[config.mk]
export PLATFORM = sky130hd
export DESIGN_NAME = fail_tally
export DESIGN_NICKNAME = d
export VERILOG_FILES = /design/src/verilog/dolc_pkg.sv /design/src/verilog/fail_tally.sv
export SDC_FILE = /design/constraint.sdc
export NUM_CORES = 1
export LEC_CHECK = 0
export ABC_AREA = 1
export BUFFER_PORTS_ARGS = -buffer_cell sky130_fd_sc_hd__buf_2
export CORE_ASPECT_RATIO = 1.4
export CORE_MARGIN = 2
export CORE_UTILIZATION = 53
export CTS_CLUSTER_SIZE = 12
export DETAILED_ROUTE_END_ITERATION = 10
export PLACE_DENSITY = 0.83
export SETUP_SLACK_MARGIN = 0.5
export SLEW_MARGIN = 20
export SYNTH_ARGS = -nofsm -noshare
export SYNTH_HDL_FRONTEND = slang
export SYNTH_SLANG_ARGS = --single-unit
export TNS_END_PERCENT = 10
[constraint.sdc]
create_clock -name clock -period 1.8 [get_ports clock]
set_input_delay 0.27 -clock clock [delete_from_list [all_inputs] [get_ports clock]]
set_output_delay 0.27 -clock clock [all_outputs]
set_load 0.01 [all_outputs]
[src/verilog/dolc_pkg.sv]
package dolc_pkg;
	// structure
	localparam int NUM_PATHS = 4; // four independent post-math paths
	localparam int DATA_W = 24; // signed milli-dB, common to data, offset and limits
	localparam int RES_W = 25; // result after offset, one bit of headroom
	localparam int TALLY_W = 16; // fail tally width
	localparam int ADDR_W = 8; // apb byte address width
	// per-path register offsets, path base is index times 0x20
	localparam logic [4:0] OFS_OFFSET = 5'h00; // offset value, write also enables
	localparam logic [4:0] OFS_OFFSET_EN = 5'h04; // offset enable
	localparam logic [4:0] OFS_PRESET = 5'h08; // offset selector def/min/max
	localparam logic [4:0] OFS_LOWER = 5'h0c; // lower limit
	localparam logic [4:0] OFS_UPPER = 5'h10; // upper limit
	localparam logic [4:0] OFS_LIMIT_CTRL = 5'h14; // limit checking enable
	localparam logic [4:0] OFS_AUTO = 5'h18; // auto-clear selection
	localparam logic [4:0] OFS_TALLY = 5'h1c; // tally read, write clears
	localparam logic [7:0] PATH_SPAN = 8'h80; // end of the per-path region
	// global registers
	localparam logic [7:0] OFS_SPEED = 8'h80; // measurement speed setting
	localparam logic [7:0] OFS_ERROR = 8'h84; // last error code, write clears
	// field positions
	localparam int EN_BIT = 0; // enable bit of enable and control registers
	localparam int AUTO_QUERY_BIT = 8; // auto-clear query answer
	localparam int FAIL_FLAG_BIT = 16; // fail flag beside the tally
	// preset selector codes
	localparam logic [1:0] PRESET_DEF = 2'h0;
	localparam logic [1:0] PRESET_MIN = 2'h1;
	localparam logic [1:0] PRESET_MAX = 2'h2;
	// values in milli-dB
	localparam logic signed [DATA_W-1:0] OFFSET_DEF = 24'h000000; // 0 dB
	localparam logic signed [DATA_W-1:0] OFFSET_MIN = 24'hfe7960; // -100.000 dB
	localparam logic signed [DATA_W-1:0] OFFSET_MAX = 24'h0186a0; // +100.000 dB
	localparam logic signed [DATA_W-1:0] UPPER_RST = 24'h015f90; // +90.00
	localparam logic signed [DATA_W-1:0] LOWER_RST = 24'hfea070; // -90.00
	localparam logic [7:0] SPEED_RST = 8'h14; // speed 20
	localparam logic [7:0] SPEED_CONFLICT = 8'hc8; // speed 200
	localparam logic [31:0] ERR_NONE = 32'h00000000;
	localparam logic [31:0] ERR_SETTINGS_CONFLICT = 32'hffffff23; // -221
	// auto-clear selection
	typedef enum logic [1:0] {
		AUTO_OFF = 2'b00,
		AUTO_ALWAYS = 2'b01,
		AUTO_ONCE = 2'b11
	} auto_mode_t;
endpackage

[src/verilog/fail_tally.sv]
`timescale 1ns/100ps
// fail tally with immediate and automatic clearing
module fail_tally (
	input wire logic clock,
	input wire logic rst_b,
	input wire logic failEvt,
	input wire logic startEvt,
	input wire logic clearNow,
	input wire logic modeWr,
	input wire dolc_pkg::auto_mode_t modeNew,
	output logic [dolc_pkg::TALLY_W-1:0] tally,
	output logic failFlag,
	output dolc_pkg::auto_mode_t mode,
	output logic autoQuery
);
	import dolc_pkg::*;

	logic [TALLY_W-1:0] tallyNxt; // next tally
	logic armed_r; // once mode still waiting for its first start
	logic anyClear; // any clearing cause this cycle

	// increment wraps by width; every clear wins over the increment
	always_comb begin
		anyClear = clearNow || (modeWr && modeNew == AUTO_ALWAYS) ||
			(startEvt && (mode == AUTO_ALWAYS || (mode == AUTO_ONCE && armed_r)));
		tallyNxt = tally;
		if (failEvt) begin
			tallyNxt = tally + 16'h0001;
		end
		if (anyClear) begin
			tallyNxt = '0;
		end
	end

	// tally and flag
	always_ff @(posedge clock or negedge rst_b) begin
		if (!rst_b) begin
			tally <= '0;
			failFlag <= 1'b0;
		end else begin
			tally <= tallyNxt;
			failFlag <= |tallyNxt;
		end
	end

	// selection and the once arming
	always_ff @(posedge clock or negedge rst_b) begin
		if (!rst_b) begin
			mode <= AUTO_ALWAYS;
			armed_r <= 1'b0;
		end else if (modeWr) begin
			mode <= modeNew;
			armed_r <= (modeNew == AUTO_ONCE);
		end else if (startEvt && mode == AUTO_ONCE) begin
			armed_r <= 1'b0;
		end
	end

	// query answer: once reads 1 only until a start
	assign autoQuery = (mode == AUTO_ALWAYS) || (mode == AUTO_ONCE && armed_r);

	chk_always_clear: assert property (@(posedge clock) disable iff (!rst_b)
		startEvt && mode == AUTO_ALWAYS |=> tally == '0)
		else $error("start did not clear tally in always mode");
	chk_off_keeps: assert property (@(posedge clock) disable iff (!rst_b)
		startEvt && mode == AUTO_OFF && !failEvt && !clearNow && !modeWr |=> $stable(tally))
		else $error("start changed tally in off mode");
	chk_once_single: assert property (@(posedge clock) disable iff (!rst_b)
		startEvt && mode == AUTO_ONCE && !modeWr ##1 startEvt && failEvt && !clearNow && !modeWr
		|=> tally == $past(tally) + 16'h0001)
		else $error("once mode cleared tally a second time");
	chk_wrap_zero: assert property (@(posedge clock) disable iff (!rst_b)
		failEvt && tally == 16'hffff |=> tally == '0)
		else $error("tally did not wrap to zero");
	chk_clear_wins: assert property (@(posedge clock) disable iff (!rst_b)
		clearNow && failEvt |=> tally == '0 && !failFlag)
		else $error("increment beat immediate clear");
	chk_flag_tally: assert property (@(posedge clock) disable iff (!rst_b)
		failFlag == (tally != '0))
		else $error("fail flag disagrees with tally");
	cov_wrap: cover property (@(posedge clock) disable iff (!rst_b) failEvt && tally == 16'hffff);
	cov_once: cover property (@(posedge clock) disable iff (!rst_b)
		startEvt && mode == AUTO_ONCE && armed_r);
endmodule

**Word level (Yosys, flattened, before mapping)**

Index checks and enable logic that the tools add are counted.

- Equal/unequal tests: 4
- $add $sub $neg: 1
- Mux-type cells: 4
- Reductions and logical operators: 9

Operators with widths:

| cell | number |
|---|---|
| two-way mux 16 bit | 2 |
| adder 16 x 1 -> 16 bit, second input constant | 1 |
| OR reduction 16 bit | 1 |
| equality test 2 x 1 -> 1 bit, second input constant | 2 |
| equality test 2 bit, second input constant | 2 |
| logical AND 1 bit | 4 |
| logical OR 1 bit | 3 |
| two-way mux 1 bit | 2 |
| nonzero test 2 bit | 1 |

- Output and inout bits: 20
- Bits of input ports: 8
- Word-level logic and storage cells: 22
- Flip-flop bits (word level): 20

**Longest topological paths before layout**

Gate-level depths: netlist of run 1.

- Depth in word-level cells: 7
- Mapped depth: 11
- Mapped depth without buffers: 11

**Least setup slack after synthesis of run 1**

OpenSTA, ideal clock, no wires.

- Path kind: reg-to-reg
- From: register tally[0] (netlist bit)
- To: register failFlag
- Buffers on the path: 0
- Cell stages (with the launch flop): 10
- Period minus slack after synthesis: 1465 ps
- Arrival time: 1397 ps
- Slack: 335 ps
- Cells stage by stage: dfrtp_1 ha_1 nand3_2 inv_2 or2_2 nor2_1 nor2_1 nand2_1 nor2_1 nand3_1

- Longest elaborated chain between the ends: 4

Ends and longest elaborated chain:

| what | RTL line | text |
|---|---|---|
| from (decl) | fail_tally.sv:11 | `output logic [dolc_pkg::TALLY_W-1:0] tally,` |
| from (signal assigned) | fail_tally.sv:41 | `tally <= tallyNxt;` |
| adder 16 x 1 -> 16 bit | fail_tally.sv:28 | `tallyNxt = tally + 16'h0001;` |
| two-way mux 16 bit | fail_tally.sv:27 | `if (failEvt) begin` |
| two-way mux 16 bit | fail_tally.sv:30 | `if (anyClear) begin` |
| net tallyNxt[2] | fail_tally.sv:18 | `logic [TALLY_W-1:0] tallyNxt;` |
| OR reduction 16 bit | fail_tally.sv:42 | `failFlag <= \|tallyNxt;` |
| to (signal assigned) | fail_tally.sv:42 |  |
| to (decl) | fail_tally.sv:12 | `output logic failFlag,` |

The timed path passes the listed nets, and every way through them passes these cells.
A chain may end at the register's enable or synchronous reset.

**Worst setup path after layout of run 1**

- From: register tally[1] (netlist bit)
- To: register failFlag

- Longest elaborated chain between the ends: 4

Ends and longest elaborated chain:

| what | RTL line |
|---|---|
| adder 16 x 1 -> 16 bit | fail_tally.sv:28 |
| two-way mux 16 bit * | fail_tally.sv:27 |
| two-way mux 16 bit * | fail_tally.sv:30 |
| OR reduction 16 bit * | fail_tally.sv:42 |

Every way passes the cells marked *; elsewhere a longest branch is shown, timed or not.

==> results of run 1 <==
## area by class of cell
cell class,instances,area share [%]
multi-input combinational,115,42.6
sequential,20,32.6
timing repair buffer,34,12.4
inverter,34,8.34
clock buffer,4,2.33
tap,22,1.76
## kinds of logic (layout without fill, tap and decap cells)
logic type	count (synthesis)	count (layout)	synth area share, %
adder cells (fa/ha/maj)	1	1	1.01
buffers and inverters	34	72	10.3
flip-flops	20	20	40.7
AND/OR/NAND/NOR	99	99	39.9
XOR/XNOR	1	1	0.710
AO/OA/AOI/OAI	14	14	7.40
## through the flow
stage	hold slack [ps]	std cells	instance area, sq um	util [%]
floorplan	-25.6	169	1240	-
global placement	236	218	1400	64.3
detailed placement	242	218	1400	64.3
CTS	191	227	1490	68.4
global route	231	229	1560	71.7
finish	199	229	1560	71.7
## worst max-delay path: stages, from the launching register on
cell and delay, ps:
dfrtp_1 430, buf_6 130, nand3_1 120, nor2_4 200
nand2_2 80, nand2_1 90, nand3_2 90, nand2_1 90
inv_1 40, nand2_1 70, nor2_2 40, nand3_1 70
## worst paths after layout
kind,from,endpoint,slack [ps],cells after the start
hold / removal,modeWr,mode[0],200,2
setup / recovery,tally[1],failFlag,310,11
hold reg to reg,mode[0],mode[0],530,2
max in group asynchronous,rst_b,mode[0],1010,2
min in group asynchronous,rst_b,tally[14],440,2
setup reg to reg,tally[1],failFlag,310,11
## routing by layer
layer	track usage, %	vias up
met2	44.5	38
met3	2.35	10
met1	27.6	560
met5	0	-
li1	-	610
met4	14.3	0
## state kept, by name, indices dropped and copies added (netlist names)
register  count
armed_r       1
mode          2
tally        16
failFlag      1
## placed cells by master (no fill, tap or decap), drive strengths merged
| cell type | count |
|---|---|
| nor2 | 25 |
| nand3 | 24 |
| nand4 | 6 |
| or2 | 1 |
| clkbuf | 4 |
| nand2 | 43 |
| dfrtp | 19 |
| buf | 33 |
| ha | 1 |
| xnor2 | 1 |
| o21bai | 4 |
| a32o | 1 |
| a21o | 1 |
| dfstp | 1 |
| a21oi | 5 |
| inv | 34 |
| o21ai | 3 |
| dlygate4sd3 | 1 |
## what timing repair did
| item | 4_1_cts | 5_1_grt |
|---|---|---|
| hold buffers | 1 | 0 |
| resized for setup | 3 | 18 |
| buffers inserted | 4 | 2 |
| cloned | 0 | 0 |
| hold endpoints to repair | 19 | 0 |
| pin swaps | 6 | 11 |
| endpoints found under the setup margin | 7 | 16 |
## power groups by stage
| stage | Sequential (uW) | Clock [uW] | Combinational (uW) |
|---|---|---|---|
| finish | 473 | 261 | 103 |
| detailed placement | 481 | 0 | 88.3 |
| floorplan | 484 | 0 | 42.0 |
| CTS | 471 | 270 | 98.2 |
| global placement | 480 | 0 | 85.4 |
| global route | 475 | 280 | 117 |
==> flow_summary_export.csv, run 1 <==
group,metric,value,unit
outcome,status,"completed",
die,start_util,56.7,%
drt,drt-pass1-iter-count,5,
synth,ys_types,22,
synth,yosysSeqAreaShare,40.7,%
cts,clk_pin_slew_worst_paths,110,ps
global_routing,grt_max_degree,21,
final_layout,antenna_cells,0,
synth,yosys.area.top_type_share,38.5,%
power_and_ir_drop,swShare,25.3,%
drt,drtIter0Drc,44,
timing,grt_setup_unrepaired,"yes",
final_layout,syn2layout_area_growth,26.5,%
timing,fin_tns_setup,0,ps
power_and_ir_drop,power.switching,212,uW
final_layout,nNetsFinal,217,
timing,finalWorstSetupSlack,308,ps
final_layout,multi_input_area,664,sq um
timing,finalSetupViolations,0,
critical_path,path_class,"flip-flop to flip-flop",
synth,synth.most_common_cell,"nand2_1",
final_layout,fill_cells,180,
power_and_ir_drop,p_per_area,536,nW/um^2
synth,ys.flop_type,"dfrtp_1",
critical_path,crit_path_start_kind,"flip-flop",
cts,clock_latency,300,ps
timing,layout_min_cycle_time,1490,ps
drt,wl_met1,1.19,mm
final_layout,drive_above_1_share,36.7,%
global_routing,grt_pass1_wl,4.94,mm
cts,cts_root_buffer,"clkbuf_4",
drt,wl_met3,111,microns
drt,via_per_inst,5.32,
die,fp.dieW,44.8,microns
drt,vias,1218,
timing,slew_violations,0,
critical_path,crit_arrival,1740,ps
critical_path,cp-end-kind,"flip-flop",
drt,drc,0,
synth,synth_area,1230,sq um
global_routing,grt-ovfl-total,0,
synth,synthTopCellsByArea,"dfrtp_1, nand2_1, inv_1, nand3_1, nor2_1",
hold_path,hold_path_class,"input port to flip-flop",
placement,place_congestion,0.930,
synth,synth_edf_count,0,
cts,cts_tree,"done",
power_and_ir_drop,power.internal,624,uW
power_and_ir_drop,total_power,836,uW
global_routing,grt_pass1_vias,1220,
synth,synth_top_cells_by_count,"nand2_1, inv_1, nand3_1",
synth,synth_cells,169,
die,dieArea,2740,sq um
synth,syn_area_per_cell,7.30,sq um
placement,port_buffers,27,
power_and_ir_drop,p_leak,0.000896,uW
placement,dpl.hpwl,2.20,mm
power_and_ir_drop,p_comb_share,12.3,%
cts,cts_made_buffers,3,
critical_path,required,2050,ps
timing,max_freq,670,MHz
die,core-area,2180,sq um
synth,ys_warn_count,0,
power_and_ir_drop,ir_worst_vdd,0.403,mV
flow_run,drv_cap,0,
critical_path,path_max_fanout,5,
cts,cts_num_sinks,20,
drt,routed.top_layer,"met4",
timing,fin_crit_sh,82.9,%
power_and_ir_drop,pwr-share-clk,31.2,%
synth,synth_nets,178,
drt,post_drt_wl_per_cell,12.9,microns
synth,postSynth.asyncResetShare,100,%
timing,hold_violations,0,
die,pin_count,28,
power_and_ir_drop,p_seq_share,56.5,%
synth,yosysTopAreaCell,"dfrtp_1",
timing,relSlewSlack,70.2,%
cts,cts_max_level,1,
timing,worstMarginPinSlew,448,ps
placement,pre_cts_ws,245,ps
drt,wirelength,2.96,mm
global_routing,gr-usage-all-layers,24.6,%
drt,met2_length,1.56,mm
global_routing,antenna_found_initial,0,
synth,synth_seq_cells,20,
die,rows,20,
drt,ant_nets,0,
cts,cts_buffer_depth,2,
final_layout,seq_area,508,sq um
die,die_h,61.1,microns
timing,finClkSkew,6.11,ps
Power figures use the tool's default switching activity.
==> run 2: changes to the inputs <==
Settings changed: ABC_AREA 1 to 0, CORE_UTILIZATION 53 to 52, PLACE_DENSITY 0.83 to 0.81.
Clock period 1.8 ns to 1.55 ns, I/O delays scaled along.
==> run 2 against run 1 <==
Effect of this change: the flow now finishes with violations (setup timing); flip-flop and latch count unchanged; global-route usage grew 7.5 points; routed wire length grew 72%; die area up 0.16%; critical endpoint unchanged.
==> flow_summary_export.csv, run 2 <==
group,metric,value,unit
outcome,status,"finished with violations",
outcome,violations,"setup timing",
global_routing,grt_pass1_vias,1361,
placement,place_congestion,0.931,
cts,cts_num_sinks,20,
die,die_h,61.1,microns
final_layout,antenna_cells,0,
critical_path,max_stage_delay,430,ps
drt,post_drt_wl_per_cell,23.5,microns
critical_path,cp-end-kind,"flip-flop",
synth,synth_top_family_by_area,"simple AND/OR/NAND/NOR gates",
synth,synth_nets,138,
final_layout,regMostFlops,"tally",
synth,ys_warn_count,0,
power_and_ir_drop,p_per_area,530,nW/um^2
synth,yosysTopAreaCell,"dfrtp_1",
global_routing,grt-ovfl-total,0,
cts,cts_made_buffers,3,
timing,layout_min_cycle_time,2040,ps
critical_path,crit_arrival,2240,ps
final_layout,mostFrequentLayoutCells,"buf_6, buf_4, nor2_1, dfrtp_1, buf_2",
synth,yosys.area_share.simple,29.7,%
drt,via_per_inst,6.59,
synth,syn_area_per_cell,9.40,sq um
die,fp.dieW,44.8,microns
critical_path,cp.buffers_inverters,0,
global_routing,gr-usage-all-layers,32.1,%
drt,ant_nets,0,
timing,worstMarginPinSlew,457,ps
critical_path,crit_path_start_kind,"flip-flop",
synth,synth.most_common_cell,"dfrtp_1",
synth,postSynth.asyncResetShare,100,%
synth,synth_mux_area_share,2.68,%
cts,cts_root_buffer,"clkbuf_4",
final_layout,nNetsFinal,205,
drt,vias,1429,
timing,fin_crit_sh,132,%
synth,synth_top_cells_by_count,"dfrtp_1, nor2_1, xnor2_1",
timing,fin_tns_setup,-1040,ps
drt,wirelength,5.09,mm
critical_path,cp_top_family,"simple AND/OR/NAND/NOR gates",
final_layout,drive_above_1_share,58.5,%
synth,yosysSeqAreaShare,41.4,%
critical_path,critPathSlowestCell,"dfrtp_1",
cts,cts_buffer_depth,2,
placement,port_buffers,27,
synth,yosys.area_share.adder,1.03,%
global_routing,antenna_found_initial,0,
die,start_util,55.1,%
synth,synth_seq_cells,20,
final_layout,largestRegisters,"tally x16, mode x2",
die,dieArea,2740,sq um
power_and_ir_drop,ir_worst_vdd,0.549,mV
synth,synth_cells,129,
synth,synth_compound_area_share,10.3,%
die,rows,20,
synth,synth_edf_count,0,
final_layout,final_common_cell,"buf_6",
synth,yosys.area.top_type_share,39.2,%
timing,finalWorstSetupSlack,-495,ps
power_and_ir_drop,total_power,1080,uW
critical_path,path_cells,"ha_4, nand4_1, nor4_2, xnor2_1, nand4_1, a2111o_1",
drt,drt-pass1-iter-count,4,
synth,ys_types,45,
synth,synthXorXnorAreaFrac,10.1,%
critical_path,required,1740,ps
global_routing,grt_max_degree,21,
timing,slew_violations,0,
timing,finClkSkew,3.52,ps
die,pin_count,28,
timing,grt_setup_unrepaired,"yes",
power_and_ir_drop,p_leak,0.000857,uW
final_layout,syn2layout_area_growth,67.9,%
cts,clk_pin_slew_worst_paths,110,ps
critical_path,path_max_fanout,7,
critical_path,cp_common_cell,"nand4_1",
final_layout,largest_register_ffs,16,
critical_path,path_class,"flip-flop to flip-flop",
hold_path,hold_path_class,"input port to flip-flop",
timing,finalSetupViolations,9,
placement,dpl.hpwl,2.42,mm
final_layout,final_cells,217,
global_routing,grt_pass1_wl,6.23,mm
placement,dp.cells,210,
synth,synthTopCellsByArea,"dfrtp_1, xnor2_1, nor2_1, xor2_1, nand4_1",
die,core-area,2200,sq um
timing,relSlewSlack,69.5,%
flow_run,drv_cap,0,
cts,cts_tree,"done",
drt,drtIter0Drc,103,
synth,synth_area,1210,sq um
synth,ys.flop_type,"dfrtp_1",
drt,drc,0,
timing,whs,202,ps
timing,max_freq,489,MHz
cts,cts_max_level,1,
cts,clock_latency,310,ps
timing,hold_violations,0,
## run 2: cell types whose count changed after synthesis, moves of 4 or more
cell     previous run  this run
nand2_1            40         7
inv_1              32         2
nand3_1            20         7
xnor2_1             1         9
nor2_4              5         0
xor2_1              0         5
nand3_2             4         0
nor3_1              0         4
nor4_1              0         4
## run 2: final timing paths
kind | slack, ps | end | depth (start not counted) | startpoint
worst max-delay path | -490 | failFlag | 6 | tally[1]
worst min-delay path | 200 | mode[0] | 2 | modeNew[0]
worst max register to register | -490 | failFlag | 6 | tally[1]
worst min register to register | 610 | armed_r | 2 | armed_r
max in group asynchronous | 790 | tally[2] | 2 | rst_b
min in group asynchronous | 410 | tally[11] | 2 | rst_b
## run 2: timing repair
action,in CTS,in global routing
resized for setup,46,22
setup buffers,2,0
pin swaps,23,8
endpoints found under the hold margin,19,0
hold buffers,1,0
setup endpoints to repair,37,37
## run 2: metal layers
metal	GRT usage, %	vias up	part of all wire (%)
met4	18.1	0	5.4
met5	0	-	0
li1	-	594	-
met1	34.6	697	34
met2	58.6	107	52
met3	4.99	31	8.0
## run 2: worst reg2reg max path, stage by stage (launching register included)
cell and delay, ps:
dfrtp_1 430, ha_4 210, nand4_1 220, nor4_2 360, xnor2_1 210, nand4_1 120
a2111o_1 390
## run 2: through the flow
stage / util [%] / instance area, sq um / setup WS, ps
after floorplan: - / 1230 / -412
after global placement: 74.3 / 1640 / -308
after detailed placement: 74.3 / 1640 / -396
after CTS: 87.2 / 1920 / -349
after global routing: 92.4 / 2040 / -528
final: 92.4 / 2040 / -495
## run 2: cell families after synthesis
| family | count (synthesis) |
|---|---|
| and+or+nand+nor | 63 |
| DFF | 20 |
| AOI/OAI and AO/OA | 17 |
| xor gates and xnor gates | 14 |
| buffers and inverters | 11 |
| muxes | 3 |
| adders and majority gates | 1 |
## run 2: final cells by class
cell class / count / area, sq um
Clock buffer: 4 / 36.3
Fill cell: 84 / 166
Inverter: 2 / 7.51
Multi-Input combinational cell: 98 / 833
Sequential cell: 20 / 508
Tap cell: 22 / 27.5
Timing Repair Buffer: 71 / 623
## run 2: report_power, final
| part | internal [uW] | total, uW | switching, uW |
|---|---|---|---|
| sequential | 538 | 553 | 15.2 |
| combinational | 114 | 219 | 105 |
| clock | 144 | 306 | 163 |
| total | 795 | 1080 | 283 |
